**src/shared/rsl_defs.svh**
```systemverilog
`ifndef RSL_DEFS_SVH
`define RSL_DEFS_SVH

// Timing
`define RSL_CLK_MHZ 40
`define RSL_HOLD_NS 100
`define RSL_HOLD_CYC ((`RSL_HOLD_NS * `RSL_CLK_MHZ + 999) / 1000)

// Register indices; byte offset is index times four
`define RSL_NREG 22
`define RSL_IDX_IND0 0
`define RSL_IDX_MP0 1
`define RSL_IDX_IND1 2
`define RSL_IDX_MEMORY_POINTER_1_LOW 3
`define RSL_IDX_MEMORY_POINTER_1_HIGH 4
`define RSL_IDX_ACC 5
`define RSL_IDX_PCL 6
`define RSL_IDX_TABLE_POINTER 7
`define RSL_IDX_TABLE_HIGH_DATA 8
`define RSL_IDX_TABLE_HIGH_POINTER 9
`define RSL_IDX_STAT 10
`define RSL_IDX_PBP 11
`define RSL_IDX_IND2 12
`define RSL_IDX_MEMORY_POINTER_2_LOW 13
`define RSL_IDX_MEMORY_POINTER_2_HIGH 14
`define RSL_IDX_RSTF 15
`define RSL_IDX_INTERRUPT_CONTROL_0 16
`define RSL_IDX_INTERRUPT_CONTROL_1 17
`define RSL_IDX_INTERRUPT_CONTROL_2 18
`define RSL_IDX_INTERRUPT_CONTROL_3 19
`define RSL_IDX_PA 20
`define RSL_IDX_PAC 21

// Field positions
`define RSL_STAT_TO_BIT 5
`define RSL_STAT_PDF_BIT 4
`define RSL_RSTF_BO_BIT 2

// Reset values and implemented-bit masks
`define RSL_ZERO_RST 8'h00
`define RSL_ONES_RST 8'hff
`define RSL_UNDEF_POR 8'h00
`define RSL_RSTF_POR 8'h00
`define RSL_MASK_FULL 8'hff
`define RSL_MASK_TABLE_HIGH_POINTER 8'h3f
`define RSL_MASK_PBP 8'h01
`define RSL_MASK_INTERRUPT_CONTROL_0 8'h7f
`define RSL_MASK_RSTF 8'h0f

`endif

```
**src/shared/rsl_pkg.sv**
```systemverilog
`include "rsl_defs.svh"

package rsl_pkg;

   typedef enum logic [1:0] {
      RSL_FAST = 2'b00,
      RSL_SLOW = 2'b01,
      RSL_IDLE = 2'b10,
      RSL_SLEEP = 2'b11
   } rsl_mode_t;

   typedef enum logic [1:0] {
      RSL_C_POR = 2'b00,
      RSL_C_PIN = 2'b01,
      RSL_C_BO = 2'b10,
      RSL_C_WDT = 2'b11
   } rsl_cause_t;

   typedef enum logic [1:0] {
      RSL_SQ_IDLE = 2'b00,
      RSL_SQ_APPLY = 2'b01,
      RSL_SQ_HOLD = 2'b10
   } rsl_seq_t;

   typedef enum logic [2:0] {
      RSL_CLS_ZERO = 3'b000,
      RSL_CLS_ONES = 3'b001,
      RSL_CLS_PCL = 3'b010,
      RSL_CLS_KEEP = 3'b011,
      RSL_CLS_STAT = 3'b100,
      RSL_CLS_RSTF = 3'b101
   } rsl_cls_t;

   typedef struct packed {
      logic por;
      logic pin;
      logic brownout;
   } rsl_req_t;

   typedef struct packed {
      logic pc_clear;
      logic sp_top;
      logic sp_clear;
      logic int_disable;
      logic wdt_tb_clear;
      logic timers_off;
      logic ports_input;
   } rsl_ctl_t;

   typedef struct packed {
      logic watchdog_expiry_flag;
      logic powerdown_flag;
      logic brownout_flag;
      logic [7:0] port_a_data;
      logic [7:0] port_a_direction;
   } rsl_view_t;

   typedef struct packed {
      logic rd_load;
      logic wr_en;
      logic hit;
      logic [4:0] idx;
   } rsl_acc_t;

   typedef struct packed {
      rsl_seq_t seq;
      rsl_cause_t cause;
      logic lowpwr;
      logic [3:0] cnt;
      logic core_rst_b;
      rsl_ctl_t ctl;
      logic [7:0] rdata;
      logic [`RSL_NREG-1:0][7:0] regs;
   } rsl_core_st_t;

   function automatic rsl_cls_t rsl_reg_cls(input int idx);
      case (idx)
         `RSL_IDX_ACC, `RSL_IDX_TABLE_POINTER, `RSL_IDX_TABLE_HIGH_DATA,
         `RSL_IDX_TABLE_HIGH_POINTER: rsl_reg_cls = RSL_CLS_KEEP;
         `RSL_IDX_PCL: rsl_reg_cls = RSL_CLS_PCL;
         `RSL_IDX_STAT: rsl_reg_cls = RSL_CLS_STAT;
         `RSL_IDX_RSTF: rsl_reg_cls = RSL_CLS_RSTF;
         `RSL_IDX_PA, `RSL_IDX_PAC: rsl_reg_cls = RSL_CLS_ONES;
         default: rsl_reg_cls = RSL_CLS_ZERO;
      endcase
   endfunction : rsl_reg_cls

   function automatic logic [7:0] rsl_reg_mask(input int idx);
      case (idx)
         `RSL_IDX_TABLE_HIGH_POINTER: rsl_reg_mask = `RSL_MASK_TABLE_HIGH_POINTER;
         `RSL_IDX_PBP: rsl_reg_mask = `RSL_MASK_PBP;
         `RSL_IDX_INTERRUPT_CONTROL_0: rsl_reg_mask = `RSL_MASK_INTERRUPT_CONTROL_0;
         `RSL_IDX_RSTF: rsl_reg_mask = `RSL_MASK_RSTF;
         default: rsl_reg_mask = `RSL_MASK_FULL;
      endcase
   endfunction : rsl_reg_mask

endpackage : rsl_pkg

```
**src/rsl_sync.sv**
```systemverilog
`timescale 1ns/1ps

module rsl_sync #(
   parameter int W = 3
) (
   input wire logic sys_clk,
   input wire logic rst_b,
   input wire logic [W-1:0] d,
   output logic [W-1:0] q
);
   typedef struct packed {
      logic [W-1:0] ff1;
      logic [W-1:0] ff2;
   } rsl_sync_st_t;

   rsl_sync_st_t r;
   rsl_sync_st_t next_r;

   // First stage feeds only the second stage
   always_comb begin
      next_r.ff1 = d;
      next_r.ff2 = r.ff1;
   end

   always_ff @(posedge sys_clk) begin
      if (!rst_b) begin
         r <= '0;
      end else begin
         r <= next_r;
      end
   end

   assign q = r.ff2;
endmodule : rsl_sync

```
**src/rsl_avmm.sv**
```systemverilog
`timescale 1ns/1ps
`include "rsl_defs.svh"

module rsl_avmm (
   input wire logic sys_clk,
   input wire logic rst_b,
   input wire logic avs_read,
   input wire logic avs_write,
   input wire logic [6:0] avs_address,
   input wire logic busy,
   output logic avs_waitrequest,
   output rsl_pkg::rsl_acc_t acc
);
   import rsl_pkg::*;

   typedef struct packed {
      logic ack;
   } rsl_avmm_st_t;

   rsl_avmm_st_t r;
   rsl_avmm_st_t next_r;
   logic start;

   // One wait cycle; held off while a reset sequence runs
   always_comb begin
      start = (avs_read | avs_write) & ~r.ack & ~busy;
      next_r.ack = start;
   end

   always_ff @(posedge sys_clk) begin
      if (!rst_b) begin
         r <= '0;
      end else begin
         r <= next_r;
      end
   end

   assign avs_waitrequest = ~r.ack;
   assign acc.rd_load = avs_read & start;
   assign acc.wr_en = avs_write & r.ack;
   assign acc.idx = avs_address[6:2];
   assign acc.hit = (avs_address[1:0] == 2'b00)
      && (avs_address[6:2] < 5'(`RSL_NREG));
endmodule : rsl_avmm

```
**src/rsl_core.sv**
```systemverilog
`timescale 1ns/1ps
`include "rsl_defs.svh"

// What this block does
// - Status holds watchdog-expiry and powerdown flags
// - Power-on reset clears both flags
// - Pin or brownout reset running keeps flags
// - Running watchdog reset sets expiry, keeps powerdown
// - Low-power watchdog reset sets both flags
// - Power-on reset loads program counter zero
// - Power-on reset disables all interrupts
// - Power-on clears watchdog, time bases; restart
// - Power-on reset switches timers off
// - Power-on reset makes all pins inputs
// - Power-on reset sets stack pointer top
// - Memory pointers zeroed except low-power watchdog reset
// - Accumulator, table registers kept except power-on
// - Program counter low cleared by every reset
// - Status bits 5:4 per reset cause
// - Interrupt controls zeroed except low-power watchdog
// - Port A ones except low-power watchdog
// - Reset-flag bits cleared at power-on, else kept except the brownout bit
// - Brownout flag set on brownout, software clears
// - Low-power watchdog clears counter and stack only

module rsl_core (
   input wire logic sys_clk,
   input wire logic rst_b,
   input wire rsl_pkg::rsl_req_t rst_req,
   input wire logic wdt_expiry,
   input wire rsl_pkg::rsl_mode_t mode,
   input wire logic sleep_entry,
   input wire logic flag_clear,
   input wire logic [6:0] avs_address,
   input wire logic avs_read,
   input wire logic avs_write,
   input wire logic [31:0] avs_writedata,
   output logic [31:0] avs_readdata,
   output logic avs_waitrequest,
   output logic core_rst_b,
   output rsl_pkg::rsl_ctl_t ctl,
   output rsl_pkg::rsl_view_t view
);
   import rsl_pkg::*;

   localparam logic [3:0] HOLD_LAST = 4'(`RSL_HOLD_CYC - 1);

   rsl_core_st_t r;
   rsl_core_st_t next_r;
   rsl_req_t req_s;
   rsl_acc_t acc;
   logic wdt_lp;
   logic any_lvl;

   rsl_sync #(
      .W(3)
   ) u_sync (
      .sys_clk(sys_clk),
      .rst_b(rst_b),
      .d(rst_req),
      .q(req_s)
   );

   rsl_avmm u_avmm (
      .sys_clk(sys_clk),
      .rst_b(rst_b),
      .avs_read(avs_read),
      .avs_write(avs_write),
      .avs_address(avs_address),
      .busy(r.seq != RSL_SQ_IDLE),
      .avs_waitrequest(avs_waitrequest),
      .acc(acc)
   );

   assign wdt_lp = (r.cause == RSL_C_WDT) && r.lowpwr;
   assign any_lvl = req_s.por | req_s.pin | req_s.brownout;

   always_comb begin
      next_r = r;
      next_r.ctl = '0;
      // Bus write first so that a reset apply overrides it
      if (acc.wr_en && acc.hit) begin
         if (int'(acc.idx) == `RSL_IDX_STAT) begin
            // Flag bits are hardware-owned
            next_r.regs[acc.idx] = (avs_writedata[7:0] & 8'hcf)
               | (r.regs[acc.idx] & 8'h30);
         end else begin
            next_r.regs[acc.idx] = avs_writedata[7:0]
               & rsl_reg_mask(int'(acc.idx));
         end
      end
      if (acc.rd_load) begin
         next_r.rdata = acc.hit ? r.regs[acc.idx] : 8'h00;
      end
      unique case (r.seq)
         RSL_SQ_IDLE: begin
            if (flag_clear) begin
               next_r.regs[`RSL_IDX_STAT][`RSL_STAT_TO_BIT] = 1'b0;
               next_r.regs[`RSL_IDX_STAT][`RSL_STAT_PDF_BIT] = 1'b0;
            end else if (sleep_entry) begin
               next_r.regs[`RSL_IDX_STAT][`RSL_STAT_TO_BIT] = 1'b0;
               next_r.regs[`RSL_IDX_STAT][`RSL_STAT_PDF_BIT] = 1'b1;
            end
            // Priority: power-on, brownout, pin, watchdog
            if (any_lvl || wdt_expiry) begin
               next_r.seq = RSL_SQ_APPLY;
               next_r.core_rst_b = 1'b0;
               next_r.lowpwr = (mode == RSL_IDLE)
                  || (mode == RSL_SLEEP);
               if (req_s.por) begin
                  next_r.cause = RSL_C_POR;
               end else if (req_s.brownout) begin
                  next_r.cause = RSL_C_BO;
               end else if (req_s.pin) begin
                  next_r.cause = RSL_C_PIN;
               end else begin
                  next_r.cause = RSL_C_WDT;
               end
            end
         end
         RSL_SQ_APPLY: begin
            for (int i = 0; i < `RSL_NREG; i++) begin
               unique case (rsl_reg_cls(i))
                  RSL_CLS_ZERO: begin
                     if (!wdt_lp) begin
                        next_r.regs[i] = `RSL_ZERO_RST;
                     end
                  end
                  RSL_CLS_ONES: begin
                     if (!wdt_lp) begin
                        next_r.regs[i] = `RSL_ONES_RST;
                     end
                  end
                  RSL_CLS_PCL: begin
                     next_r.regs[i] = `RSL_ZERO_RST;
                  end
                  RSL_CLS_KEEP: begin
                     if (r.cause == RSL_C_POR) begin
                        next_r.regs[i] = `RSL_UNDEF_POR
                           & rsl_reg_mask(i);
                     end
                  end
                  RSL_CLS_RSTF: begin
                     if (r.cause == RSL_C_POR) begin
                        next_r.regs[i] = `RSL_RSTF_POR;
                     end
                  end
                  RSL_CLS_STAT: begin
                     unique case (r.cause)
                        RSL_C_POR: begin
                           next_r.regs[i][`RSL_STAT_TO_BIT] = 1'b0;
                           next_r.regs[i][`RSL_STAT_PDF_BIT] = 1'b0;
                        end
                        RSL_C_PIN: begin
                           if (r.lowpwr) begin
                              next_r.regs[i][`RSL_STAT_TO_BIT] = 1'b0;
                              next_r.regs[i][`RSL_STAT_PDF_BIT] = 1'b1;
                           end
                        end
                        RSL_C_BO: begin
                           next_r.regs[i] = r.regs[i];
                        end
                        RSL_C_WDT: begin
                           next_r.regs[i][`RSL_STAT_TO_BIT] = 1'b1;
                           if (r.lowpwr) begin
                              next_r.regs[i][`RSL_STAT_PDF_BIT] = 1'b1;
                           end
                        end
                     endcase
                  end
                  default: begin
                     next_r.regs[i] = r.regs[i];
                  end
               endcase
            end
            // Set wins over any software clear this cycle
            if (r.cause == RSL_C_BO) begin
               next_r.regs[`RSL_IDX_RSTF][`RSL_RSTF_BO_BIT] = 1'b1;
            end
            next_r.ctl.pc_clear = 1'b1;
            next_r.ctl.sp_clear = wdt_lp;
            next_r.ctl.sp_top = ~wdt_lp;
            next_r.ctl.int_disable = ~wdt_lp;
            next_r.ctl.wdt_tb_clear = ~wdt_lp;
            next_r.ctl.timers_off = ~wdt_lp;
            next_r.ctl.ports_input = ~wdt_lp;
            next_r.cnt = HOLD_LAST;
            next_r.seq = RSL_SQ_HOLD;
         end
         RSL_SQ_HOLD: begin
            // Release waits for every reset level to fall
            if (r.cnt != 4'h0) begin
               next_r.cnt = r.cnt - 4'h1;
            end else if (!any_lvl) begin
               next_r.seq = RSL_SQ_IDLE;
               next_r.core_rst_b = 1'b1;
            end
         end
         default: begin
            next_r.seq = RSL_SQ_IDLE;
         end
      endcase
   end

   // Block reset behaves as a power-on event
   always_ff @(posedge sys_clk) begin
      if (!rst_b) begin
         r <= '0;
         r.seq <= RSL_SQ_APPLY;
         r.cause <= RSL_C_POR;
      end else begin
         r <= next_r;
      end
   end

   assign avs_readdata = {24'h000000, r.rdata};
   assign core_rst_b = r.core_rst_b;
   assign ctl = r.ctl;
   assign view.watchdog_expiry_flag = r.regs[`RSL_IDX_STAT][`RSL_STAT_TO_BIT];
   assign view.powerdown_flag = r.regs[`RSL_IDX_STAT][`RSL_STAT_PDF_BIT];
   assign view.brownout_flag = r.regs[`RSL_IDX_RSTF][`RSL_RSTF_BO_BIT];
   assign view.port_a_data = r.regs[`RSL_IDX_PA];
   assign view.port_a_direction = r.regs[`RSL_IDX_PAC];

   logic ap;
   logic [7:0] st;
   assign ap = (r.seq == RSL_SQ_APPLY);
   assign st = r.regs[`RSL_IDX_STAT];
endmodule : rsl_core

```
**config.mk**
```make
export PLATFORM = sky130hd
export DESIGN_NAME = rsl_core
export DESIGN_NICKNAME = d
export VERILOG_FILES = /design/src/shared/rsl_pkg.sv /design/src/rsl_sync.sv /design/src/rsl_avmm.sv /design/src/rsl_core.sv
export VERILOG_INCLUDE_DIRS = /design/src /design/src/shared
export SDC_FILE = /design/constraint.sdc
export NUM_CORES = 1
export LEC_CHECK = 0
export ABC_CLOCK_PERIOD_IN_PS = 5000
export BUFFER_PORTS_ARGS = -buffer_cell sky130_fd_sc_hd__buf_4
export CORE_MARGIN = 10
export CORE_UTILIZATION = 55
export DETAILED_ROUTE_END_ITERATION = 16
export PLACE_DENSITY = 0.76
export SYNTH_ARGS = -nofsm -noshare
export SYNTH_HDL_FRONTEND = slang
export SYNTH_SLANG_ARGS = --single-unit
export TNS_END_PERCENT = 50
```
**constraint.sdc**
```tcl
create_clock -name sys_clk -period 5 [get_ports sys_clk]
set_input_delay 0.75 -clock sys_clk [delete_from_list [all_inputs] [get_ports sys_clk]]
set_output_delay 0.75 -clock sys_clk [all_outputs]
set_load 0.01 [all_outputs]
```
==> reports/qor.yml <==
status: "finished, final reports clean"
die_width_um: 151.2
holdCritStartpoint: "u_sync.next_r[2]"
fmax_mhz: 316.7
cp-end-kind: "register"
clock_skew_ps: 7.929
insertion_delay_ps: 500
synth_cell_types: 62
cts_root_buffer: "clkbuf_16"
arrival_ps: 3490
min_period_over_period_pct: 63.14
drive_above_1_share_pct: 14.67
grt_max_degree: 89
layout.nets: 1070
numCtsBuffers: 21
die_area_um2: 22870
worstSetupPathType: "reg2reg"
synth-edff-count: 0
pre_cts_slack_ps: 1491
period_minus_slack_ps: 3157
relSlewSlack_pct: 15.21
hold_viol: 0
grtUsageTotal_pct: 21.13
port_buffers: 61
worstPathRequired_ps: 5340
finalSetupViolCount: 0
tns_ps: 0
path_max_fanout: 88
crit_buf_inv: 1
slew_violations: 0
setup_ws_ps: 1843
avgRoutedWirePerCell_um: 20.18
crit_path_top_delay_cell: "buf_4"
initial_utilization_pct: 56.51
rows: 47
synth_flop_cell: "dfxtp_1"
n_antenna_cell: 0
grt_pass1_wl_um: 39010
synth_cells: 1039
hpwl_um: 16180
coreArea_um2: 16760
worstPathCellList: "nor2b_1 -> nand2_1 -> nand2_2 -> buf_4 -> nor3_1"
vdd_ir_drop_max_mv: 0.2314
tightest_slew_ps: 1271
rsz0062_at_grt: "no"
cp_top_family: "simple AND/OR/NAND/NOR gates"
power_density_nw_per_um2: 334.4
leakagePower_nw: 4.168
numClockSinks: 204
synth-async-reset-ratio_pct: 0
vias: 7589
syn_area_um2: 9470
yosysWarnings: 0
die_y_um: 151.2
first_global_vias: 6994
whs_ps: 429.8
place.gp.congestion: 0.8691
ys_seq_area_share_pct: 43.12
first_pass_iters: 5
synth.avg_cell_area_um2: 9.115
hold_buffers: 0
crit_start: "r[199]"
gr-total-overflow: 0
cts_resized: 0
cts_tree: "done"
cts_buffer_depth: 3
drc: 0
start_kind: "register"
ys_ff_latch: 204
totalWireLength_um: 25200
cts_setup_buffers: 0
critPathMaxStageDelay_ps: 770
final_util_pct: 61.03
r2r-start: "r[199]"
syn2layout_area_growth_pct: 8.007
first_iter_violations: 929
viasPerCell: 6.076
htreeDepth: 1
io_pins: 111
maxCapViolations: 0
hp-class: "reg2reg"
antenna_left: 0
cts.clk_slew.worst_paths_ps: 60
antenna_found_initial: 0
==> registers in the layout, summed over array words and instances, names as in the netlist, 3 cells and up, named ones only <==
signal         cells
avs_readdata       8
u_sync.next_r      3
r                153
ctl                3
view              17
u_sync.q           3
st                 3
==> cell type report <==
cell class	count	area, um^2
Clock buffer	32	606.8
Clock inverter	2	10.01
Fill cell	1431	6531
Inverter	7	26.28
Multi-Input combinational cell	711	4666
Sequential cell	204	4084
Tap cell	220	275.3
Timing Repair Buffer	73	560.5
==> synth_stat cells, drive strengths merged, types with 2 or more instances <==
master	n	area, um^2
dfxtp	204	4084
or4b	2	20.02
and3	11	68.82
inv	6	22.52
and2	19	118.9
a211o	6	52.55
a22oi	11	82.58
nand2	104	395.4
clkbuf	38	143.9
o22ai	12	75.07
mux4	27	608.1
a221oi	2	17.52
o211ai	4	35.03
and4b	2	20.02
a22o	3	26.28
a21o	5	37.54
a21oi	126	630.6
nor2b	6	37.54
a31oi	4	31.28
nor3	30	166.4
o21ai	9	45.04
and4	2	17.52
nand3b	2	15.01
mux2	4	45.04
nand2b	7	43.79
nor2	93	349.1
buf	102	664.4
nor3b	3	22.52
nand3	75	375.4
nand4	5	65.07
nor4	3	48.80
mux2i	95	950.9
==> stage by stage <==
stage          cells  power [mW]  cell area, um^2
6_report        1249       3.421            10230
5_1_grt         1249       3.519            10230
4_1_cts         1249       3.428            10230
3_5_place_dp    1215       2.011             9612
3_3_place_gp    1215       2.008             9612
2_1_floorplan   1062       1.942             9557
==> cell usage in the layout (no fill, tap or decap), types with 2 or more instances in the layout <==
master / Yosys / final
a211o_1: 6 / 6
a21o_1: 5 / 5
a21oi_1: 126 / 126
a221oi_1: 2 / 2
a22o_1: 3 / 3
a22oi_1: 11 / 11
a31oi_1: 3 / 3
and2_1: 18 / 18
and3_1: 11 / 11
and4_1: 2 / 2
and4b_1: 2 / 2
buf_4: 63 / 72
clkbuf_1: 37 / 7
clkbuf_16: 0 / 21
clkbuf_8: 0 / 4
clkinv_2: 0 / 2
conb_1: 1 / 24
dfxtp_1: 204 / 204
inv_1: 6 / 6
mux2_2: 4 / 4
mux2i_1: 95 / 95
mux4_2: 27 / 27
nand2_1: 102 / 101
nand2_2: 2 / 3
nand2b_1: 7 / 7
nand3_1: 75 / 75
nand3b_1: 2 / 2
nand4_2: 3 / 3
nor2_1: 93 / 93
nor2b_1: 6 / 6
nor3_1: 28 / 28
nor3b_1: 3 / 2
nor4_4: 2 / 2
o211ai_1: 3 / 3
o21ai_0: 8 / 8
o22ai_1: 12 / 12
or4b_2: 2 / 2
==> power breakdown <==
group / total [mW] / switching (mW) / internal [mW] / leakage (nW)
sequential: 1.68 / 0.0297 / 1.65 / 1.65
clock: 1.44 / 0.611 / 0.829 / 0.304
combinational: 0.299 / 0.203 / 0.0966 / 2.21
total: 3.42 / 0.843 / 2.58 / 4.17
==> worst register-to-register path: stages, from the launching register on <==
cell and delay [ps]:
dfxtp_1 580, nor2b_1 440, nand2_1 550, nand2_2 460, buf_4 770, nor3_1 190
==> per-layer routing <==
metal  track usage, %  share of wire [%]  wire [um]
met3            4.475                9.7       2441
met1            28.63                 42      10600
met4            6.785                2.2        552
met5                0                  0          0
met2            32.91                 46      11600
==> final timing paths <==
path | cells after the start | end | slack, ps
setup / recovery | 5 | r[117] | 1840
hold reg to reg | 1 | u_sync.q[2] | 430
hold / removal | 1 | u_sync.q[2] | 430
setup reg to reg | 5 | r[117] | 1840
==> cell families after synthesis <==
family,count (synthesis),synth area share [%]
compound gates,188,11.51
fa+ha+maj,1,0.1321
buf+inv,147,8.812
flops,204,43.12
mux,126,16.94
other cells,1,0.03960
simple gates,372,19.45
No activity file was read; power rests on OpenSTA's default activity.
